**config.mk**
```make
export PLATFORM = sky130hd
export DESIGN_NAME = btc_term_ctrl
export DESIGN_NICKNAME = d
export VERILOG_FILES = /design/src/btc_pkg.sv /design/src/btc_term_ctrl.sv
export VERILOG_INCLUDE_DIRS = /design/src
export SDC_FILE = /design/constraint.sdc
export NUM_CORES = 1
export LEC_CHECK = 0
export BUFFER_PORTS_ARGS = -buffer_cell sky130_fd_sc_hd__buf_2
export CORE_MARGIN = 2
export CORE_UTILIZATION = 50
export CTS_CLUSTER_DIAMETER = 150
export DETAILED_ROUTE_END_ITERATION = 8
export PLACE_DENSITY_LB_ADDON = 0.12
export SLEW_MARGIN = 0
export SYNTH_ARGS = -nofsm -noshare
export SYNTH_HDL_FRONTEND = slang
export SYNTH_SLANG_ARGS = --single-unit
```
**constraint.sdc**
```tcl
create_clock -name CORE_CLK -period 2.25 [get_ports CORE_CLK]
set_clock_uncertainty 0.15 [all_clocks]
set_input_delay 0.225 -clock CORE_CLK [delete_from_list [all_inputs] [get_ports CORE_CLK]]
set_output_delay 0.225 -clock CORE_CLK [all_outputs]
set_load 0.02 [all_outputs]
```
**src/btc_defs.svh**
```systemverilog
// constants for the bridge termination controller
`ifndef BTC_DEFS_SVH
`define BTC_DEFS_SVH
// --------------------------------------------------------------
// register byte offsets
// --------------------------------------------------------------
`define BTC_OFF_CMD 8'h04
`define BTC_OFF_STAT 8'h08
`define BTC_OFF_EVDIS 8'h64
// --------------------------------------------------------------
// field positions
// --------------------------------------------------------------
`define BTC_CMD_SERR_EN 8
`define BTC_EVDIS_PW_ND 2
`define BTC_EVDIS_DR_ND 5
`define BTC_ST_RX_TA 0
`define BTC_ST_SIG_TA 1
`define BTC_ST_SIG_SE 2
`define BTC_ST_RX_MA 3
`define BTC_STAT_W 4
// --------------------------------------------------------------
// reset values
// --------------------------------------------------------------
`define BTC_CMD_RST 32'h0000_0000
`define BTC_EVDIS_RST 32'h0000_0000
`define BTC_STAT_RST 4'h0
// --------------------------------------------------------------
// bus commands and timing counts
// --------------------------------------------------------------
`define BTC_CMD_MW 4'h7
`define BTC_CMD_MWI 4'hF
`define BTC_MA_CYC 5
`define BTC_ACC_MAX 16
`define BTC_ATT_LIMIT 32'h0100_0000
`define BTC_DISCARD_CYC 32'h0000_8000
`endif

```
**src/btc_pkg.sv**
```systemverilog
// types shared by the bridge termination controller
package btc_pkg;
	// transaction kinds carried by the queues
	typedef enum logic [1:0] {K_PW, K_DR, K_DW} btc_kind_e;
	// initiator sequencer states
	typedef enum logic [1:0] {S_IDLE, S_BUS, S_GAP} btc_state_e;
	// how the target ended an attempt
	typedef enum logic [2:0] {T_NONE, T_NORMAL, T_RETRY, T_DISC, T_ABORT, T_MA} btc_term_e;
endpackage

```
**src/btc_term_ctrl.sv**
```systemverilog
// transaction termination controller of a three-port bridge
`timescale 1ns/1ps
`include "btc_defs.svh"
// --------------------------------------------------------------
// --------------------------------------------------------------
module btc_term_ctrl
	import btc_pkg::*;
#(
	parameter logic [31:0] ATTEMPT_LIMIT = `BTC_ATT_LIMIT,
	parameter logic [31:0] DISCARD_CYCLES = `BTC_DISCARD_CYC
)
(
	input wire logic CORE_CLK,
	input wire logic RST,
	input wire logic [7:0] REG_ADDR,
	input wire logic [31:0] REG_WDATA,
	input wire logic REG_WR,
	input wire logic REG_RD,
	output logic [31:0] REG_RDATA,
	input wire logic XFER_VALID,
	input wire logic [1:0] XFER_KIND,
	input wire logic [31:0] XFER_ADDR,
	input wire logic [3:0] XFER_CMD,
	input wire logic [7:0] XFER_DWORDS,
	input wire logic XFER_PREF,
	input wire logic [1:0] XFER_DST,
	input wire logic [1:0] XFER_SRC,
	output logic XFER_TAKEN,
	output logic BUS_FRAME,
	output logic [31:0] BUS_ADDR,
	output logic [3:0] BUS_CMD,
	output logic [1:0] BUS_PORT,
	input wire logic BUS_DEVSEL,
	input wire logic BUS_TRDY,
	input wire logic BUS_STOP,
	output logic UPSTREAM_FREE,
	output logic UPSTREAM_SYSTEM_ERROR_N,
	output logic DR_READY,
	output logic [7:0] DR_FETCHED,
	input wire logic TS_REQ,
	input wire logic [1:0] TS_KIND,
	input wire logic TS_LOCKED,
	input wire logic TS_MATCH,
	input wire logic [7:0] TS_WANTED,
	input wire logic TS_ENQUEUING,
	input wire logic TS_QUEUE_FULL,
	input wire logic TS_DUP,
	input wire logic TS_NOT_HEAD,
	input wire logic TS_POSTED_AHEAD,
	input wire logic TS_DISCARDING,
	input wire logic TS_BUF_ROOM,
	input wire logic TS_BOUNDARY,
	input wire logic TS_WBUF_FULL,
	input wire logic TS_ACCEPTING,
	input wire logic LOCK_ACTIVE,
	input wire logic TGT_BUS_LOCKED,
	output logic TS_RETRY,
	output logic TS_DISCONNECT,
	output logic TS_ABORT,
	output logic TS_NO_DEVSEL
);
	// --------------------------------------------------------------
	// registers and state
	// --------------------------------------------------------------
	logic [31:0] cmd_q; // command, serr enable
	logic [31:0] evdis_q; // event disable bits
	logic [`BTC_STAT_W-1:0] stat_q; // sticky status
	logic [`BTC_STAT_W-1:0] stat_set; // hardware set terms
	logic [31:0] rdata_q; // read answer
	btc_state_e state_q; // sequencer state
	btc_kind_e kind_q; // kind in flight
	btc_term_e term_q; // how the attempt ended
	logic [31:0] addr_q; // current dword address
	logic [3:0] bcmd_q; // command on the target bus
	logic [7:0] rem_q; // dwords still to deliver
	logic [7:0] got_q; // dwords moved so far
	logic pref_q; // prefetchable read
	logic [1:0] port_q; // target port
	logic frame_q; // frame driven
	logic seen_q; // device select seen this attempt
	logic moved_q; // data moved this attempt
	logic [2:0] wait_q; // cycles without device select
	logic [31:0] att_q; // attempt counter
	logic taken_q; // head consumed pulse
	logic upfree_q; // upstream left idle
	logic serr_n_q; // system error output
	logic dr_ready_q; // delayed result stored
	btc_term_e dr_term_q; // stored delayed outcome
	logic [7:0] dr_fetch_q; // stored dword count
	logic dr_pref_q; // stored prefetch flag
	logic [31:0] dr_age_q; // age of stored result
	logic [4:0] acc_q; // acceptance cycle count
	logic retry_q; // target side retry
	logic disc_q; // target side disconnect
	logic abort_q; // target side abort
	logic nodev_q; // reflect master abort
	// --------------------------------------------------------------
	// register decode
	// --------------------------------------------------------------
	wire wr_cmd = REG_WR && (REG_ADDR == `BTC_OFF_CMD);
	wire wr_stat = REG_WR && (REG_ADDR == `BTC_OFF_STAT);
	wire wr_evdis = REG_WR && (REG_ADDR == `BTC_OFF_EVDIS);
	wire serr_en = cmd_q[`BTC_CMD_SERR_EN];
	// unmapped offsets read as zero
	wire [31:0] rd_mux = (REG_ADDR == `BTC_OFF_CMD) ? cmd_q :
		(REG_ADDR == `BTC_OFF_STAT) ? {28'h0000000, stat_q} :
		(REG_ADDR == `BTC_OFF_EVDIS) ? evdis_q : 32'h0000_0000;
	// --------------------------------------------------------------
	// initiator side decode
	// --------------------------------------------------------------
	wire in_bus = (state_q == S_BUS);
	wire in_gap = (state_q == S_GAP);
	wire dx = in_bus && BUS_DEVSEL && BUS_TRDY; // dword moved
	wire last_dx = dx && (rem_q == 8'h01);
	wire ma_hit = in_bus && !seen_q && !BUS_DEVSEL && (wait_q == 3'(`BTC_MA_CYC - 1));
	wire ta_hit = in_bus && BUS_STOP && !BUS_DEVSEL && !BUS_TRDY && seen_q;
	wire stop_dev = in_bus && BUS_STOP && BUS_DEVSEL;
	// retry only when nothing moved in the attempt
	wire rty_hit = stop_dev && !BUS_TRDY && !moved_q;
	wire dsc_hit = stop_dev && !rty_hit;
	wire end_hit = ma_hit || ta_hit || stop_dev || last_dx;
	wire pw = (kind_q == K_PW);
	wire left = (rem_q != 8'h00);
	wire lim_hit = (att_q + 32'h1) >= ATTEMPT_LIMIT;
	wire again = in_gap && !lim_hit &&
		(term_q == T_RETRY || (term_q == T_DISC && pw && left));
	wire give_up = in_gap && lim_hit &&
		(term_q == T_RETRY || (term_q == T_DISC && pw && left));
	wire nd_dis = pw ? evdis_q[`BTC_EVDIS_PW_ND] : evdis_q[`BTC_EVDIS_DR_ND];
	wire serr_nd = give_up && serr_en && !nd_dis;
	wire serr_ta = in_gap && (term_q == T_ABORT) && pw && serr_en;
	wire serr_ev = serr_nd || serr_ta;
	// a delayed read waits until its old result is answered or discarded
	wire start = (state_q == S_IDLE) && XFER_VALID &&
		!(XFER_KIND != 2'(K_PW) && dr_ready_q);
	wire dr_done = in_gap && (kind_q != K_PW) && !again && !give_up;
	// --------------------------------------------------------------
	// target side decode
	// --------------------------------------------------------------
	wire ts_pw = (TS_KIND == 2'(K_PW));
	wire ts_dr = (TS_KIND == 2'(K_DR));
	wire ts_dly = !ts_pw;
	wire lock_rty = (LOCK_ACTIVE && !TS_LOCKED) || (TGT_BUS_LOCKED && TS_LOCKED);
	wire slow_rty = ts_dly && (acc_q > 5'(`BTC_ACC_MAX));
	wire dly_rty = ts_dly && (TS_ENQUEUING || TS_QUEUE_FULL || TS_DUP ||
		TS_NOT_HEAD || !TS_MATCH || !dr_ready_q);
	wire rd_rty = ts_dr && (TS_POSTED_AHEAD || TS_DISCARDING);
	// no room for address plus a dword
	wire pw_rty = ts_pw && !TS_BUF_ROOM;
	wire ts_rty = lock_rty || slow_rty || dly_rty || rd_rty || pw_rty;
	wire ts_hit = TS_REQ && !ts_rty && ts_dly; // stored result answered
	wire more = TS_WANTED > dr_fetch_q;
	wire nrm_dsc = (dr_term_q == T_NORMAL) && (!dr_pref_q || more);
	wire dsc_dsc = (dr_term_q == T_DISC) && more;
	wire own_dsc = TS_BOUNDARY || (!ts_dr && TS_WBUF_FULL);
	wire ts_dsc = TS_REQ && !ts_rty &&
		(own_dsc || (ts_hit && (nrm_dsc || dsc_dsc)));
	wire ts_ab = ts_hit && (dr_term_q == T_ABORT);
	wire ts_nd = ts_hit && (dr_term_q == T_MA);
	wire aged = dr_ready_q && (dr_age_q >= DISCARD_CYCLES);
	// --------------------------------------------------------------
	// status set terms
	// --------------------------------------------------------------
	always_comb
	begin
		stat_set = '0;
		stat_set[`BTC_ST_RX_TA] = in_gap && (term_q == T_ABORT);
		stat_set[`BTC_ST_SIG_TA] = ts_ab;
		stat_set[`BTC_ST_SIG_SE] = serr_ev;
		stat_set[`BTC_ST_RX_MA] = in_gap && (term_q == T_MA);
	end
	// --------------------------------------------------------------
	// register file, set wins over clear
	// --------------------------------------------------------------
	always_ff @(posedge CORE_CLK)
	begin
		if (RST)
		begin
			cmd_q <= `BTC_CMD_RST;
			evdis_q <= `BTC_EVDIS_RST;
			stat_q <= `BTC_STAT_RST;
			rdata_q <= 32'h0000_0000;
		end
		else
		begin
			if (wr_cmd)
				cmd_q <= REG_WDATA;
			if (wr_evdis)
				evdis_q <= REG_WDATA;
			// write one to clear, hardware set wins
			stat_q <= (stat_q & ~(wr_stat ? REG_WDATA[`BTC_STAT_W-1:0] : '0)) | stat_set;
			// data valid only in the cycle after the strobe
			rdata_q <= REG_RD ? rd_mux : 32'h0000_0000;
		end
	end
	// --------------------------------------------------------------
	// initiator sequencer
	// --------------------------------------------------------------
	always_ff @(posedge CORE_CLK)
	begin
		if (RST)
		begin
			state_q <= S_IDLE;
			kind_q <= K_PW;
			term_q <= T_NONE;
			frame_q <= 1'b0;
			seen_q <= 1'b0;
			moved_q <= 1'b0;
			wait_q <= 3'h0;
			taken_q <= 1'b0;
		end
		else
		begin
			taken_q <= start;
			case (state_q)
				S_IDLE:
				begin
					if (start)
					begin
						kind_q <= btc_kind_e'(XFER_KIND);
						state_q <= S_BUS;
						frame_q <= 1'b1;
						seen_q <= 1'b0;
						moved_q <= 1'b0;
						wait_q <= 3'h0;
					end
				end
				S_BUS:
				begin
					if (BUS_DEVSEL)
						seen_q <= 1'b1;
					else if (!seen_q)
						wait_q <= wait_q + 3'h1;
					if (dx)
						moved_q <= 1'b1;
					if (end_hit)
					begin
						frame_q <= 1'b0;
						state_q <= S_GAP;
						// outcome, priority abort forms first
						if (ma_hit)
							term_q <= T_MA;
						else if (ta_hit)
							term_q <= T_ABORT;
						else if (rty_hit)
							term_q <= T_RETRY;
						else if (dsc_hit)
							term_q <= T_DISC;
						else
							term_q <= T_NORMAL;
					end
				end
				S_GAP:
				begin
					if (again)
					begin
						state_q <= S_BUS;
						frame_q <= 1'b1;
						seen_q <= 1'b0;
						moved_q <= 1'b0;
						wait_q <= 3'h0;
					end
					else
						state_q <= S_IDLE;
				end
				default:
					state_q <= S_IDLE;
			endcase
		end
	end
	// --------------------------------------------------------------
	// address, command and counters of the attempt
	// --------------------------------------------------------------
	always_ff @(posedge CORE_CLK)
	begin
		if (RST)
		begin
			addr_q <= 32'h0000_0000;
			bcmd_q <= 4'h0;
			rem_q <= 8'h00;
			got_q <= 8'h00;
			pref_q <= 1'b0;
			port_q <= 2'h0;
			att_q <= 32'h0000_0000;
			upfree_q <= 1'b1;
		end
		else if (start)
		begin
			addr_q <= XFER_ADDR;
			bcmd_q <= XFER_CMD;
			// non-prefetchable reads fetch a single dword
			rem_q <= (XFER_KIND != 2'(K_PW) && !XFER_PREF) ? 8'h01 : XFER_DWORDS;
			got_q <= 8'h00;
			pref_q <= XFER_PREF;
			port_q <= XFER_DST;
			att_q <= 32'h0000_0000;
			upfree_q <= (XFER_DST != 2'h0) && (XFER_SRC != 2'h0);
		end
		else
		begin
			if (dx)
			begin
				addr_q <= addr_q + 32'h4;
				rem_q <= rem_q - 8'h01;
				got_q <= got_q + 8'h01;
			end
			if (again)
				att_q <= att_q + 32'h1;
			// broken cache line goes as plain write
			if (again && term_q == T_DISC && bcmd_q == `BTC_CMD_MWI)
				bcmd_q <= `BTC_CMD_MW;
			if (in_gap && !again)
				att_q <= 32'h0000_0000;
			if (state_q == S_IDLE)
				upfree_q <= 1'b1;
		end
	end
	// --------------------------------------------------------------
	// system error pulse
	// --------------------------------------------------------------
	always_ff @(posedge CORE_CLK)
	begin
		if (RST)
			serr_n_q <= 1'b1;
		else
			serr_n_q <= !serr_ev;
	end
	// --------------------------------------------------------------
	// delayed result store
	// --------------------------------------------------------------
	always_ff @(posedge CORE_CLK)
	begin
		if (RST)
		begin
			dr_ready_q <= 1'b0;
			dr_term_q <= T_NONE;
			dr_fetch_q <= 8'h00;
			dr_pref_q <= 1'b0;
			dr_age_q <= 32'h0000_0000;
		end
		else if (dr_done)
		begin
			// stop once data, abort or master abort
			dr_ready_q <= 1'b1;
			dr_term_q <= term_q;
			dr_fetch_q <= got_q;
			dr_pref_q <= pref_q;
			dr_age_q <= 32'h0000_0000;
		end
		else if (ts_hit || aged)
		begin
			// answered or timed out, entry freed
			dr_ready_q <= 1'b0;
			dr_age_q <= 32'h0000_0000;
		end
		else if (dr_ready_q)
			dr_age_q <= dr_age_q + 32'h1;
	end
	// --------------------------------------------------------------
	// target side answers
	// --------------------------------------------------------------
	always_ff @(posedge CORE_CLK)
	begin
		if (RST)
		begin
			acc_q <= 5'h00;
			retry_q <= 1'b0;
			disc_q <= 1'b0;
			abort_q <= 1'b0;
			nodev_q <= 1'b0;
		end
		else
		begin
			// saturating count of acceptance cycles
			if (!TS_ACCEPTING)
				acc_q <= 5'h00;
			else if (acc_q != 5'h1F)
				acc_q <= acc_q + 5'h01;
			retry_q <= TS_REQ && ts_rty;
			disc_q <= ts_dsc;
			abort_q <= ts_ab;
			nodev_q <= ts_nd;
		end
	end
	// --------------------------------------------------------------
	// outputs
	// --------------------------------------------------------------
	assign REG_RDATA = rdata_q;
	assign XFER_TAKEN = taken_q;
	assign BUS_FRAME = frame_q;
	assign BUS_ADDR = addr_q;
	assign BUS_CMD = bcmd_q;
	assign BUS_PORT = port_q;
	assign UPSTREAM_FREE = upfree_q;
	assign UPSTREAM_SYSTEM_ERROR_N = serr_n_q;
	assign DR_READY = dr_ready_q;
	assign DR_FETCHED = dr_fetch_q;
	assign TS_RETRY = retry_q;
	assign TS_DISCONNECT = disc_q;
	assign TS_ABORT = abort_q;
	assign TS_NO_DEVSEL = nodev_q;
	// --------------------------------------------------------------
	// assertions
	// --------------------------------------------------------------
	property p_ma;
		@(posedge CORE_CLK) disable iff (RST)
		BUS_FRAME && !BUS_DEVSEL && !BUS_STOP ##1 (BUS_FRAME && !seen_q && !BUS_DEVSEL)[*4] |=> !BUS_FRAME;
	endproperty
	a_ma: assert property (p_ma) else $error("no master abort after five cycles");
	property p_rty_addr;
		@(posedge CORE_CLK) disable iff (RST)
		in_gap && again && term_q == T_RETRY |=> BUS_FRAME && BUS_ADDR == $past(BUS_ADDR, 2);
	endproperty
	a_rty_addr: assert property (p_rty_addr) else $error("retry changed the address");
	property p_dsc_addr;
		@(posedge CORE_CLK) disable iff (RST)
		dx |=> BUS_ADDR == $past(BUS_ADDR) + 32'h4;
	endproperty
	a_dsc_addr: assert property (p_dsc_addr) else $error("address not advanced");
	property p_mwi;
		@(posedge CORE_CLK) disable iff (RST)
		again && term_q == T_DISC && BUS_CMD == `BTC_CMD_MWI |=> BUS_CMD == `BTC_CMD_MW ##1 BUS_FRAME;
	endproperty
	a_mwi: assert property (p_mwi) else $error("invalidate command kept");
	property p_pw_ta;
		@(posedge CORE_CLK) disable iff (RST)
		in_gap && term_q == T_ABORT && pw && serr_en |=> !UPSTREAM_SYSTEM_ERROR_N && stat_q[`BTC_ST_SIG_SE];
	endproperty
	a_pw_ta: assert property (p_pw_ta) else $error("posted abort not reported");
	property p_nd;
		@(posedge CORE_CLK) disable iff (RST)
		give_up && serr_en && !nd_dis |=> !UPSTREAM_SYSTEM_ERROR_N ##1 UPSTREAM_SYSTEM_ERROR_N;
	endproperty
	a_nd: assert property (p_nd) else $error("non-delivery error missing");
	property p_lock;
		@(posedge CORE_CLK) disable iff (RST)
		TS_REQ && LOCK_ACTIVE && !TS_LOCKED |=> TS_RETRY && !TS_DISCONNECT && !TS_ABORT;
	endproperty
	a_lock: assert property (p_lock) else $error("unlocked access not retried");
	property p_slow;
		@(posedge CORE_CLK) disable iff (RST)
		TS_REQ && !ts_pw && acc_q > 5'(`BTC_ACC_MAX) |=> TS_RETRY;
	endproperty
	a_slow: assert property (p_slow) else $error("slow acceptance not retried");
	property p_ta_flag;
		@(posedge CORE_CLK) disable iff (RST)
		TS_ABORT |-> stat_q[`BTC_ST_SIG_TA] && !DR_READY && !TS_RETRY;
	endproperty
	a_ta_flag: assert property (p_ta_flag) else $error("abort without signaled flag");
	property p_att;
		@(posedge CORE_CLK) disable iff (RST)
		start |=> att_q == 32'h0000_0000;
	endproperty
	a_att: assert property (p_att) else $error("attempt count not cleared");
	c_retry: cover property (@(posedge CORE_CLK) disable iff (RST) again && term_q == T_RETRY);
	c_disc: cover property (@(posedge CORE_CLK) disable iff (RST) again && term_q == T_DISC);
	c_abort: cover property (@(posedge CORE_CLK) disable iff (RST) TS_ABORT);
	c_rd: cover property (@(posedge CORE_CLK) disable iff (RST) dr_done ##[1:20] TS_DISCONNECT);
endmodule // btc_term_ctrl

```
==> flow_summary.yaml, run 1 <==
detailed_routing:
  vias: 10900
  wl_per_cell_microns: 15.2
  drt-initial-drc-count: 599
  post-route-drc-count: 0
  detail_route.vias_per_cell: 5.39
  detail-route-antenna-nets: 0
  drt_pass1_iterations: 5
  postRouteWirelength_mm: 30.8
sta:
  worstMarginPinSlew_ns: 0.629
  fmax_ghz: 0.448
  period_share: 0.991
  max_slew_violations: 0
  timing_hold_violations_final: 0
  rsz0062_at_grt: "yes"
  max_slew_headroom_at_the_worst_pin: 0.581
  setup_viol: 0
  timing.final.crit_period_ns: 2.23
critical_path:
  r2r-start: "att_q[31]"
  criticalPathCategory: "reg -> reg"
  r2r-end: "wait_q[2]"
  timing.critical_path.to_type: "flip-flop"
  critical_path.startpoint_type: "flip-flop"
  worstPathMaxFanout: 6
  worst_r2r_path_depth: 8
  critPathRequiredTime_ns: 2.53
  r2r_setup_slack_ns: 0.02
  crit_arrival_ns: 2.51
yosys:
  yosys-top-cells-count: "261 x sky130_fd_sc_hd__nand2_1, 257 x sky130_fd_sc_hd__dfxtp_1, 181 x sky130_fd_sc_hd__nor2_1"
  synth_cell_type_count: 69
  synth.net_count: 1508
  synth_ff_type: "sky130_fd_sc_hd__dfxtp_1"
  number_of_flops_mapped_to_enable_cells_by_yosys: 0
  synth-async-reset-ratio: 0
  ys_seq_area_frac: 0.461
  post-synth-top-area-cell: "sky130_fd_sc_hd__dfxtp_1"
  ys_seq_elements: 257
  syn_area_sq_um: 11200
  post_synth_inst_count: 1363
  yosys-top-cells-area: "sky130_fd_sc_hd__dfxtp_1 46%, sky130_fd_sc_hd__nand2_1 8.8%, sky130_fd_sc_hd__nor2_1 6.1%"
  synth_top_cell_area_share: 0.461
  synthesis.area_per_instance_sq_um: 8.18
  synth.most_common_cell: "sky130_fd_sc_hd__nand2_1"
  synth.yosys.warnings: 0
layout:
  seqCellArea_sq_um: 5150
  num-fill-cells: 1791
  multi_input_comb_area_sq_um: 5700
  final_layout_size_suffix_gt1_frac: 0.226
  design_area_sq_um: 15100
  syn_to_final_growth_pct: 35.1
  layout.cells.non_filler: 2029
  finish.net_count: 1873
place:
  dp_hpwl_mm: 20.9
  dp_cells: 1879
  dpl-instance-area_sq_um: 13100
  portBuffers: 210
  routabilityCongestion: 0.856
power_and_ir_drop:
  p_sw_frac: 0.246
  share_seq_of_total_power: 0.471
  powerDensity_nw_per_um2: 669
  combPwrFrac: 0.101
  clock_power_share: 0.428
  static-leakage-power_nw: 6.16
  cell_internal_pwr_mw: 7.60
  max-vdd-ir-drop_uv: 612
  power.switching_mw: 2.48
clocking:
  cts-root-to-sink-buffers: 3
  cts.reportedPaths.clkPinSlew_ns: 0.06
  clkSinkCount: 257
  cts.root.buffer_cell: "sky130_fd_sc_hd__clkbuf_16"
  number_of_h_tree_levels: 1
  cts_tree: "built"
  insertion_delay_ns: 0.55
  number_of_buffers_inserted_during_clock_tree_synthesis: 28
floorplanning:
  design.die.area_sq_um: 23500
  fp.dieH_microns: 153
  effective_utilization_at_floorplan: 0.509
  chipWidth_microns: 153
  design.core.area_sq_um: 21900
  pin_count: 211
  std_cell_rows: 54
min_path:
  timing.hold.worst.start: "TS_KIND[1]"
  hold-path-cell-count: 5
  worst_hold_path_type: "in -> reg"
  min_delay_worst_endpoint: "TS_RETRY"
global_routing:
  grt_max_degree: 63
  grt_pass1_vias: 10700
  grt_remaining_overflow: 0
  initial_antenna_violation_count: 1
  groute.usage.overall: 0.253
  grt_pass1_wl_mm: 50.9
outcome:
  result_of_the_run: "complete, no violations"
run:
  drv.max_cap_violation_count: 0
[area by class of cell]
type | instances | share of cell area
Multi-Input combinational cell | 1000 | 0.378
Timing Repair Buffer | 407 | 0.190
Tap cell | 280 | 0.0233
Antenna cell | 1 | 0.000166
Sequential cell | 257 | 0.342
Inverter | 34 | 0.00847
Clock buffer | 42 | 0.0540
Clock inverter | 8 | 0.00357
[worst max-delay path, stage by stage, from the launching register on]
cell	delay (ns)
sky130_fd_sc_hd__dfxtp_1	0.31
sky130_fd_sc_hd__or3_4	0.39
sky130_fd_sc_hd__o21ba_4	0.24
sky130_fd_sc_hd__o2111ai_4	0.14
sky130_fd_sc_hd__a211oi_4	0.25
sky130_fd_sc_hd__buf_6	0.16
sky130_fd_sc_hd__buf_4	0.11
sky130_fd_sc_hd__o21bai_2	0.11
sky130_fd_sc_hd__a31o_2	0.26
[state kept, by name (all words and copies together) (netlist names), 4 cells and up]
register and cells:
REG_RDATA 32, dr_age_q 32, rem_q 8, BUS_ADDR 32, att_q 32, acc_q 5, evdis_q 32, BUS_CMD 4
cmd_q 32, DR_FETCHED 8, got_q 8, stat_q 4
[kinds of logic (layout without fill, tap and decap cells)]
group | count (synthesis) | after routing | synth area share
mux | 19 | 19 | 0.0173
flops | 257 | 257 | 0.461
buf+inv | 106 | 491 | 0.0379
other cells | 0 | 1 | 0
fa+ha+maj | 21 | 21 | 0.0236
simple gates | 642 | 642 | 0.262
compound gates | 262 | 262 | 0.154
xor+xnor | 56 | 56 | 0.0440
[timing repair]
action / 4_1_cts / 5_1_grt
hold endpoints to repair: 141 / 0
pin swaps: 2 / 8
resized for setup: 6 / 23
hold buffers: 93 / 0
setup endpoints to repair: 14 / 67
setup buffers: 2 / 5
[cell usage in the layout, fill, tap and decap left out, types with 8 or more instances in the layout]
| cell | synthesis | layout |
|---|---|---|
| sky130_fd_sc_hd__a211oi_1 | 23 | 22 |
| sky130_fd_sc_hd__mux2i_1 | 17 | 17 |
| sky130_fd_sc_hd__o221ai_1 | 18 | 18 |
| sky130_fd_sc_hd__inv_1 | 34 | 34 |
| sky130_fd_sc_hd__nor3_1 | 30 | 28 |
| sky130_fd_sc_hd__buf_4 | 2 | 96 |
| sky130_fd_sc_hd__nand2_1 | 261 | 261 |
| sky130_fd_sc_hd__clkbuf_1 | 51 | 8 |
| sky130_fd_sc_hd__nor2_1 | 181 | 178 |
| sky130_fd_sc_hd__nand4_1 | 28 | 28 |
| sky130_fd_sc_hd__and2_1 | 19 | 19 |
| sky130_fd_sc_hd__xor2_1 | 26 | 26 |
| sky130_fd_sc_hd__xnor2_1 | 30 | 30 |
| sky130_fd_sc_hd__o21ai_0 | 22 | 20 |
| sky130_fd_sc_hd__ha_1 | 21 | 20 |
| sky130_fd_sc_hd__a31oi_1 | 9 | 9 |
| sky130_fd_sc_hd__and3_1 | 26 | 26 |
| sky130_fd_sc_hd__nor4_1 | 11 | 10 |
| sky130_fd_sc_hd__a22oi_1 | 31 | 31 |
| sky130_fd_sc_hd__a21oi_1 | 107 | 107 |
| sky130_fd_sc_hd__nand3_1 | 34 | 32 |
| sky130_fd_sc_hd__dlygate4sd3_1 | 0 | 93 |
| sky130_fd_sc_hd__buf_2 | 14 | 209 |
| sky130_fd_sc_hd__clkbuf_16 | 0 | 28 |
| sky130_fd_sc_hd__nor2b_1 | 12 | 12 |
| sky130_fd_sc_hd__dfxtp_1 | 257 | 251 |
[worst max-delay path by stage]
stage / startpoint / to / depth (start not counted)
after CTS: att_q[31] / wait_q[1] / 7
after global placement: att_q[31] / stat_q[2] / 7
after detailed placement: att_q[31] / BUS_CMD[3] / 6
final: att_q[31] / wait_q[2] / 8
after global routing: att_q[0] / moved_q / 8
after floorplan: att_q[0] / stat_q[2] / 8
[power groups by stage]
| stage | clock network, mW | registers, mW | logic [mW] |
|---|---|---|---|
| 2_1_floorplan | 0 | 4.91 | 0.391 |
| 3_3_place_gp | 0 | 4.84 | 0.858 |
| 3_5_place_dp | 0 | 4.84 | 0.871 |
| 4_1_cts | 4.39 | 4.74 | 1.01 |
| 5_1_grt | 4.59 | 4.75 | 1.12 |
| 6_report | 4.31 | 4.74 | 1.02 |
[routing by layer]
metal | vias to the layer above | wire length (microns) | global-route usage
met1 | 5089 | 13300 | 0.317
met2 | 299 | 14800 | 0.438
met5 | - | 0 | 0
met4 | 0 | 994 | 0.0887
li1 | 5465 | - | -
met3 | 75 | 1630 | 0.0465
[metrics by stage]
step / util / setup TNS [ns] / power, mW / hold WS [ns] / worst slack [ns]
after floorplan: - / 0 / 5.30 / 0.184 / 0.000262
after global placement: 0.599 / -0.0174 / 5.69 / 0.274 / -0.0174
after detailed placement: 0.599 / -0.0879 / 5.71 / 0.296 / -0.0253
after CTS: 0.683 / 0 / 10.1 / 0.0515 / 0.000454
after global routing: 0.688 / -0.439 / 10.5 / 0.0833 / -0.0580
final: 0.688 / 0 / 10.1 / 0.0594 / 0.0197
No activity file was read; power rests on OpenSTA's default activity.
==> run 2, diff against run 1 <==
- GPL_TIMING_DRIVEN: unset -> 0
==> flow_summary.yaml, run 2 (same netlist as run 1, synthesis figures left out) <==
outcome:
  result_of_the_run: "finished, violations left"
  failed_checks: "negative setup slack"
sta:
  max_slew_headroom_at_the_worst_pin: 0.503
  period_share: 1.01
  setup_ws_ns: -0.0281
  max_slew_violations: 0
  rsz0062_at_grt: "yes"
  timing_hold_violations_final: 0
  setup_viol: 3
  timing.final.crit_period_ns: 2.28
  fmax_ghz: 0.439
  worstMarginPinSlew_ns: 0.745
floorplanning:
  design.core.area_sq_um: 21900
  fp.dieH_microns: 153
  effective_utilization_at_floorplan: 0.509
  chipWidth_microns: 153
  std_cell_rows: 54
  pin_count: 211
  design.die.area_sq_um: 23500
power_and_ir_drop:
  cell_internal_pwr_mw: 7.73
  combPwrFrac: 0.098
  powerDensity_nw_per_um2: 675
  static-leakage-power_nw: 6.10
  clock_power_share: 0.438
  power.switching_mw: 2.52
  max-vdd-ir-drop_uv: 656
  share_seq_of_total_power: 0.464
  p_sw_frac: 0.246
detailed_routing:
  detail_route.vias_per_cell: 5.47
  maxUsedRoutingLayer: "met4"
  postRouteWirelength_mm: 32.8
  drt-initial-drc-count: 630
  detail-route-antenna-nets: 0
  wl_met3_mm: 2.02
  drt_pass1_iterations: 5
  wl_per_cell_microns: 16.1
  vias: 11100
  detail_route.wirelength.met1_mm: 13.9
  post-route-drc-count: 0
  dr_wl_met2_mm: 16.0
global_routing:
  grt_pass1_wl_mm: 52.8
  grt_pass1_vias: 10800
  grt_max_degree: 14
  initial_antenna_violation_count: 0
  groute.usage.overall: 0.267
  grt_remaining_overflow: 0
layout:
  mostFrequentLayoutCell: "sky130_fd_sc_hd__nand2_1"
  finish.net_count: 1882
  syn_to_final_growth_pct: 36.1
  final_layout_size_suffix_gt1_frac: 0.220
  antenna_diodes: 0
  layout.cells.most_common_list: "261 x sky130_fd_sc_hd__nand2_1, 241 x sky130_fd_sc_hd__dfxtp_1, 218 x sky130_fd_sc_hd__buf_2"
  layout.cells.non_filler: 2036
clocking:
  number_of_h_tree_levels: 1
  cts_tree: "built"
  number_of_buffers_inserted_during_clock_tree_synthesis: 28
  cts.reportedPaths.clkPinSlew_ns: 0.06
  insertion_delay_ns: 0.54
  clkSinkCount: 257
  cts.root.buffer_cell: "sky130_fd_sc_hd__clkbuf_16"
  cts-root-to-sink-buffers: 3
place:
  routabilityCongestion: 0.908
  dp_hpwl_mm: 21.9
  dp_cells: 1851
  place_ws_ns: -0.648
  portBuffers: 208
critical_path:
  worstPathMaxFanout: 5
  criticalPathCategory: "reg -> reg"
  timing.critical_path.to_type: "flip-flop"
  critPathRequiredTime_ns: 2.53
  cp_slowest_cell: "sky130_fd_sc_hd__or4b_4"
  cp_cell_sequence: "or3_4 -> or4b_4 -> a21oi_4 -> buf_12 -> nand2b_1 -> o21ai_1 -> a31o_2"
  critical_path.startpoint_type: "flip-flop"
  max_stage_delay_ns: 0.50
  crit_arrival_ns: 2.55
min_path:
  worst_hold_path_type: "in -> reg"
run:
  drv.max_cap_violation_count: 0
## run 2: changes by cell type in the layout (fill, tap and decap cells not counted), sizes merged
cell / before / now
buf: 314 / 262
clkbuf: 42 / 93
dlygate4sd3: 93 / 103
clkinv: 7 / 5
bufinv: 0 / 1
diode: 1 / 0
## run 2: layout make-up
| class | count | area, sq um |
|---|---|---|
| fill | 1800 | 6710 |
| multi-input combinational | 1000 | 5880 |
| sequential | 257 | 5180 |
| timing repair buffer | 348 | 2400 |
| clock buffer | 42 | 835 |
| tap | 280 | 350 |
| buffer | 68 | 344 |
| inverter | 34 | 128 |
| clock inverter | 7 | 62.6 |
## run 2: metrics by stage
stage / util / hold slack (ns) / area (sq um) / power, mW / setup TNS, ns
floorplan: - / 0.184 / 11200 / 5.30 / 0
global placement: 0.573 / 0.291 / 12500 / 5.65 / -52.19
detailed placement: 0.573 / 0.297 / 12500 / 5.66 / -58.52
CTS: 0.682 / 0.0197 / 14900 / 10.3 / -0.00837
global route: 0.693 / 0.128 / 15200 / 10.6 / -2.73
finish: 0.693 / 0.0817 / 15200 / 10.3 / -0.0587
## run 2: routing by layer
metal	track usage	up-vias
met3	0.0451	74
met2	0.474	364
met1	0.332	5209
met4	0.0804	0
met5	0	-
li1	-	5484
## run 2: final timing paths
check | from | end | slack (ns) | cells past startpoint
max reg2reg | att_q[30] | wait_q[0] | -0.03 | 7
min reg2reg | evdis_q[20] | evdis_q[20] | 0.30 | 2
min | REG_ADDR[7] | REG_RDATA[1] | 0.08 | 4
max | att_q[30] | wait_q[0] | -0.03 | 7
## run 2: critical path: cells and delay by family, from the launching register on
family                 cells  cell delay, ns
DFF                        1            0.32
AOI/OAI and AO/OA          3            0.56
buffers and inverters      1            0.15
and+or+nand+nor            3            0.99
## run 2: what timing repair did
action,CTS,global route
buffers inserted,27,10
hold buffers,103,0
cloned,0,1
resized for setup,72,49
pin swaps,14,25
endpoints found under the setup margin,132,107
hold endpoints to repair,135,0
## run 2: power groups by stage
stage               clock, mW  sequential [mW]  combinational (mW)
floorplan                   0             4.91               0.391
global placement            0             4.85               0.794
detailed placement          0             4.85               0.802
CTS                      4.54             4.75               0.976
global route             4.73             4.77                1.10
finish                   4.49             4.76                1.01
==> run 3, diff against run 2 <==
- HOLD_SLACK_MARGIN: unset -> 0.12
==> flow_summary.yaml, run 3 (same netlist as run 1, synthesis figures left out) <==
power_and_ir_drop:
  combPwrFrac: 0.100
  max-vdd-ir-drop_uv: 656
  clock_power_share: 0.437
  powerDensity_nw_per_um2: 671
  totalPowerFinal_mw: 10.3
  p_sw_frac: 0.245
  power.switching_mw: 2.52
  share_seq_of_total_power: 0.463
  cell_internal_pwr_mw: 7.74
  static-leakage-power_nw: 6.15
layout:
  layout.cells.most_common_list: "261 x sky130_fd_sc_hd__nand2_1, 241 x sky130_fd_sc_hd__dfxtp_1, 219 x sky130_fd_sc_hd__buf_2"
  syn_to_final_growth_pct: 37.1
  finish.net_count: 1893
  antenna_diodes: 0
  final_layout_size_suffix_gt1_frac: 0.218
  design_area_sq_um: 15300
  mostFrequentLayoutCell: "sky130_fd_sc_hd__nand2_1"
global_routing:
  grt_pass1_wl_mm: 53.6
  grt_remaining_overflow: 0
  groute.usage.overall: 0.271
  initial_antenna_violation_count: 0
  grt_max_degree: 14
  grt_pass1_vias: 10900
min_path:
  worst_hold_path_type: "in -> reg"
critical_path:
  r2r_setup_slack_ns: -0.03
  timing.critical_path.buf_inv: 1
  r2r-end: "wait_q[0]"
  criticalPathCategory: "reg -> reg"
  cp_slowest_cell: "sky130_fd_sc_hd__or4b_4"
  crit_arrival_ns: 2.55
  critical_path_cell_count: 7
  worstPathMaxFanout: 5
  max_stage_delay_ns: 0.50
  setup_crit_end: "wait_q[0]"
  r2r-start: "att_q[30]"
  timing.critical_path.to_type: "flip-flop"
  worst_r2r_path_depth: 7
  worst_path_dominant_cell_family: "simple AND/OR/NAND/NOR gates"
  worst_setup_path_startpoint: "att_q[30]"
  critPathRequiredTime_ns: 2.53
  cp_cell_sequence: "or3_4 -> or4b_4 -> a21oi_4 -> buf_12 -> nand2b_1 -> o21ai_1 -> a31o_2"
  critical_path.startpoint_type: "flip-flop"
floorplanning:
  fp.dieH_microns: 153
  design.die.area_sq_um: 23500
  design.core.area_sq_um: 21900
  std_cell_rows: 54
  pin_count: 211
  effective_utilization_at_floorplan: 0.509
  chipWidth_microns: 153
clocking:
  insertion_delay_ns: 0.54
  cts_tree: "built"
  number_of_buffers_inserted_during_clock_tree_synthesis: 28
  number_of_h_tree_levels: 1
  cts-root-to-sink-buffers: 3
  clkSinkCount: 257
  cts.root.buffer_cell: "sky130_fd_sc_hd__clkbuf_16"
  cts.reportedPaths.clkPinSlew_ns: 0.06
outcome:
  result_of_the_run: "finished, violations left"
  failed_checks: "negative setup slack"
detailed_routing:
  drt-initial-drc-count: 668
  wl_per_cell_microns: 16.1
  detail_route.vias_per_cell: 5.45
  post-route-drc-count: 0
  postRouteWirelength_mm: 33.0
  vias: 11200
  detail-route-antenna-nets: 0
  drt_pass1_iterations: 5
sta:
  max_slew_violations: 0
  timing.final.crit_period_ns: 2.28
  period_share: 1.01
  worstMarginPinSlew_ns: 0.719
  setup_ws_ns: -0.0285
  timing_hold_violations_final: 0
  rsz0062_at_grt: "yes"
  max_slew_headroom_at_the_worst_pin: 0.521
  setup_viol: 2
  fmax_ghz: 0.439
  setup-tns-final_ns: -0.0542
place:
  dp_hpwl_mm: 21.9
  routabilityCongestion: 0.908
  portBuffers: 208
  dpl-instance-area_sq_um: 12500
  place_ws_ns: -0.648
run:
  drv.max_cap_violation_count: 0
## run 3: power by group through the flow
stage | logic [mW] | clock network, mW | registers [mW]
after floorplan | 0.391 | 0 | 4.91
after CTS | 0.990 | 4.54 | 4.75
final | 1.02 | 4.48 | 4.75
after global placement | 0.794 | 0 | 4.85
after global routing | 1.12 | 4.72 | 4.77
after detailed placement | 0.802 | 0 | 4.85
## run 3: worst min-delay path: cells and delay by family
family	cells	cell delay, ns
AO/OA/AOI/OAI	1	0.23
buffers and inverters	1	0.10
AND/OR/NAND/NOR	3	0.22
## run 3: layout make-up
class                      count  area [sq um]
inverter                      34           128
fill                        1783          6610
clock inverter                 7          62.6
clock buffer                  42           835
multi-input combinational   1000          5880
buffer                        68           343
timing repair buffer         359          2510
tap                          280           350
sequential                   257          5180
## run 3: stage by stage
| stage | util | cells | hold WS (ns) |
|---|---|---|---|
| after global placement | 0.573 | 1851 | 0.291 |
| after global routing | 0.698 | 2047 | 0.192 |
| after floorplan | - | 1363 | 0.184 |
| final | 0.698 | 2047 | 0.149 |
| after detailed placement | 0.573 | 1851 | 0.297 |
| after CTS | 0.687 | 2039 | 0.127 |
## run 3: timing repair
| item | CTS | global route |
|---|---|---|
| buffers inserted | 27 | 10 |
| gates cloned | 0 | 1 |
| pin swaps | 14 | 25 |
| hold buffers | 114 | 0 |
| setup endpoints to repair | 132 | 107 |
| gates resized for setup | 72 | 47 |
| endpoints found under the hold margin | 141 | 0 |
## run 3: how the worst min path moves through the flow
stage	end	depth (start not counted)	startpoint	slack, ns
after floorplan	BUS_ADDR[28]	2	XFER_ADDR[28]	0.18
after global placement	BUS_PORT[0]	2	BUS_PORT[0]	0.29
after detailed placement	evdis_q[10]	2	evdis_q[10]	0.30
after CTS	TS_RETRY	4	TS_BUF_ROOM	0.13
after global routing	TS_DISCONNECT	5	TS_WANTED[5]	0.19
final	REG_RDATA[1]	5	REG_ADDR[5]	0.15
## run 3: metal layers
layer  vias to the layer above  wire length [microns]  global-route usage
li1                       5501                      -                   -
met1                      5243                  13900               0.337
met2                       346                  16300               0.484
met3                        73                   1850              0.0431
met4                         0                    888              0.0799
met5                         -                      0                   0
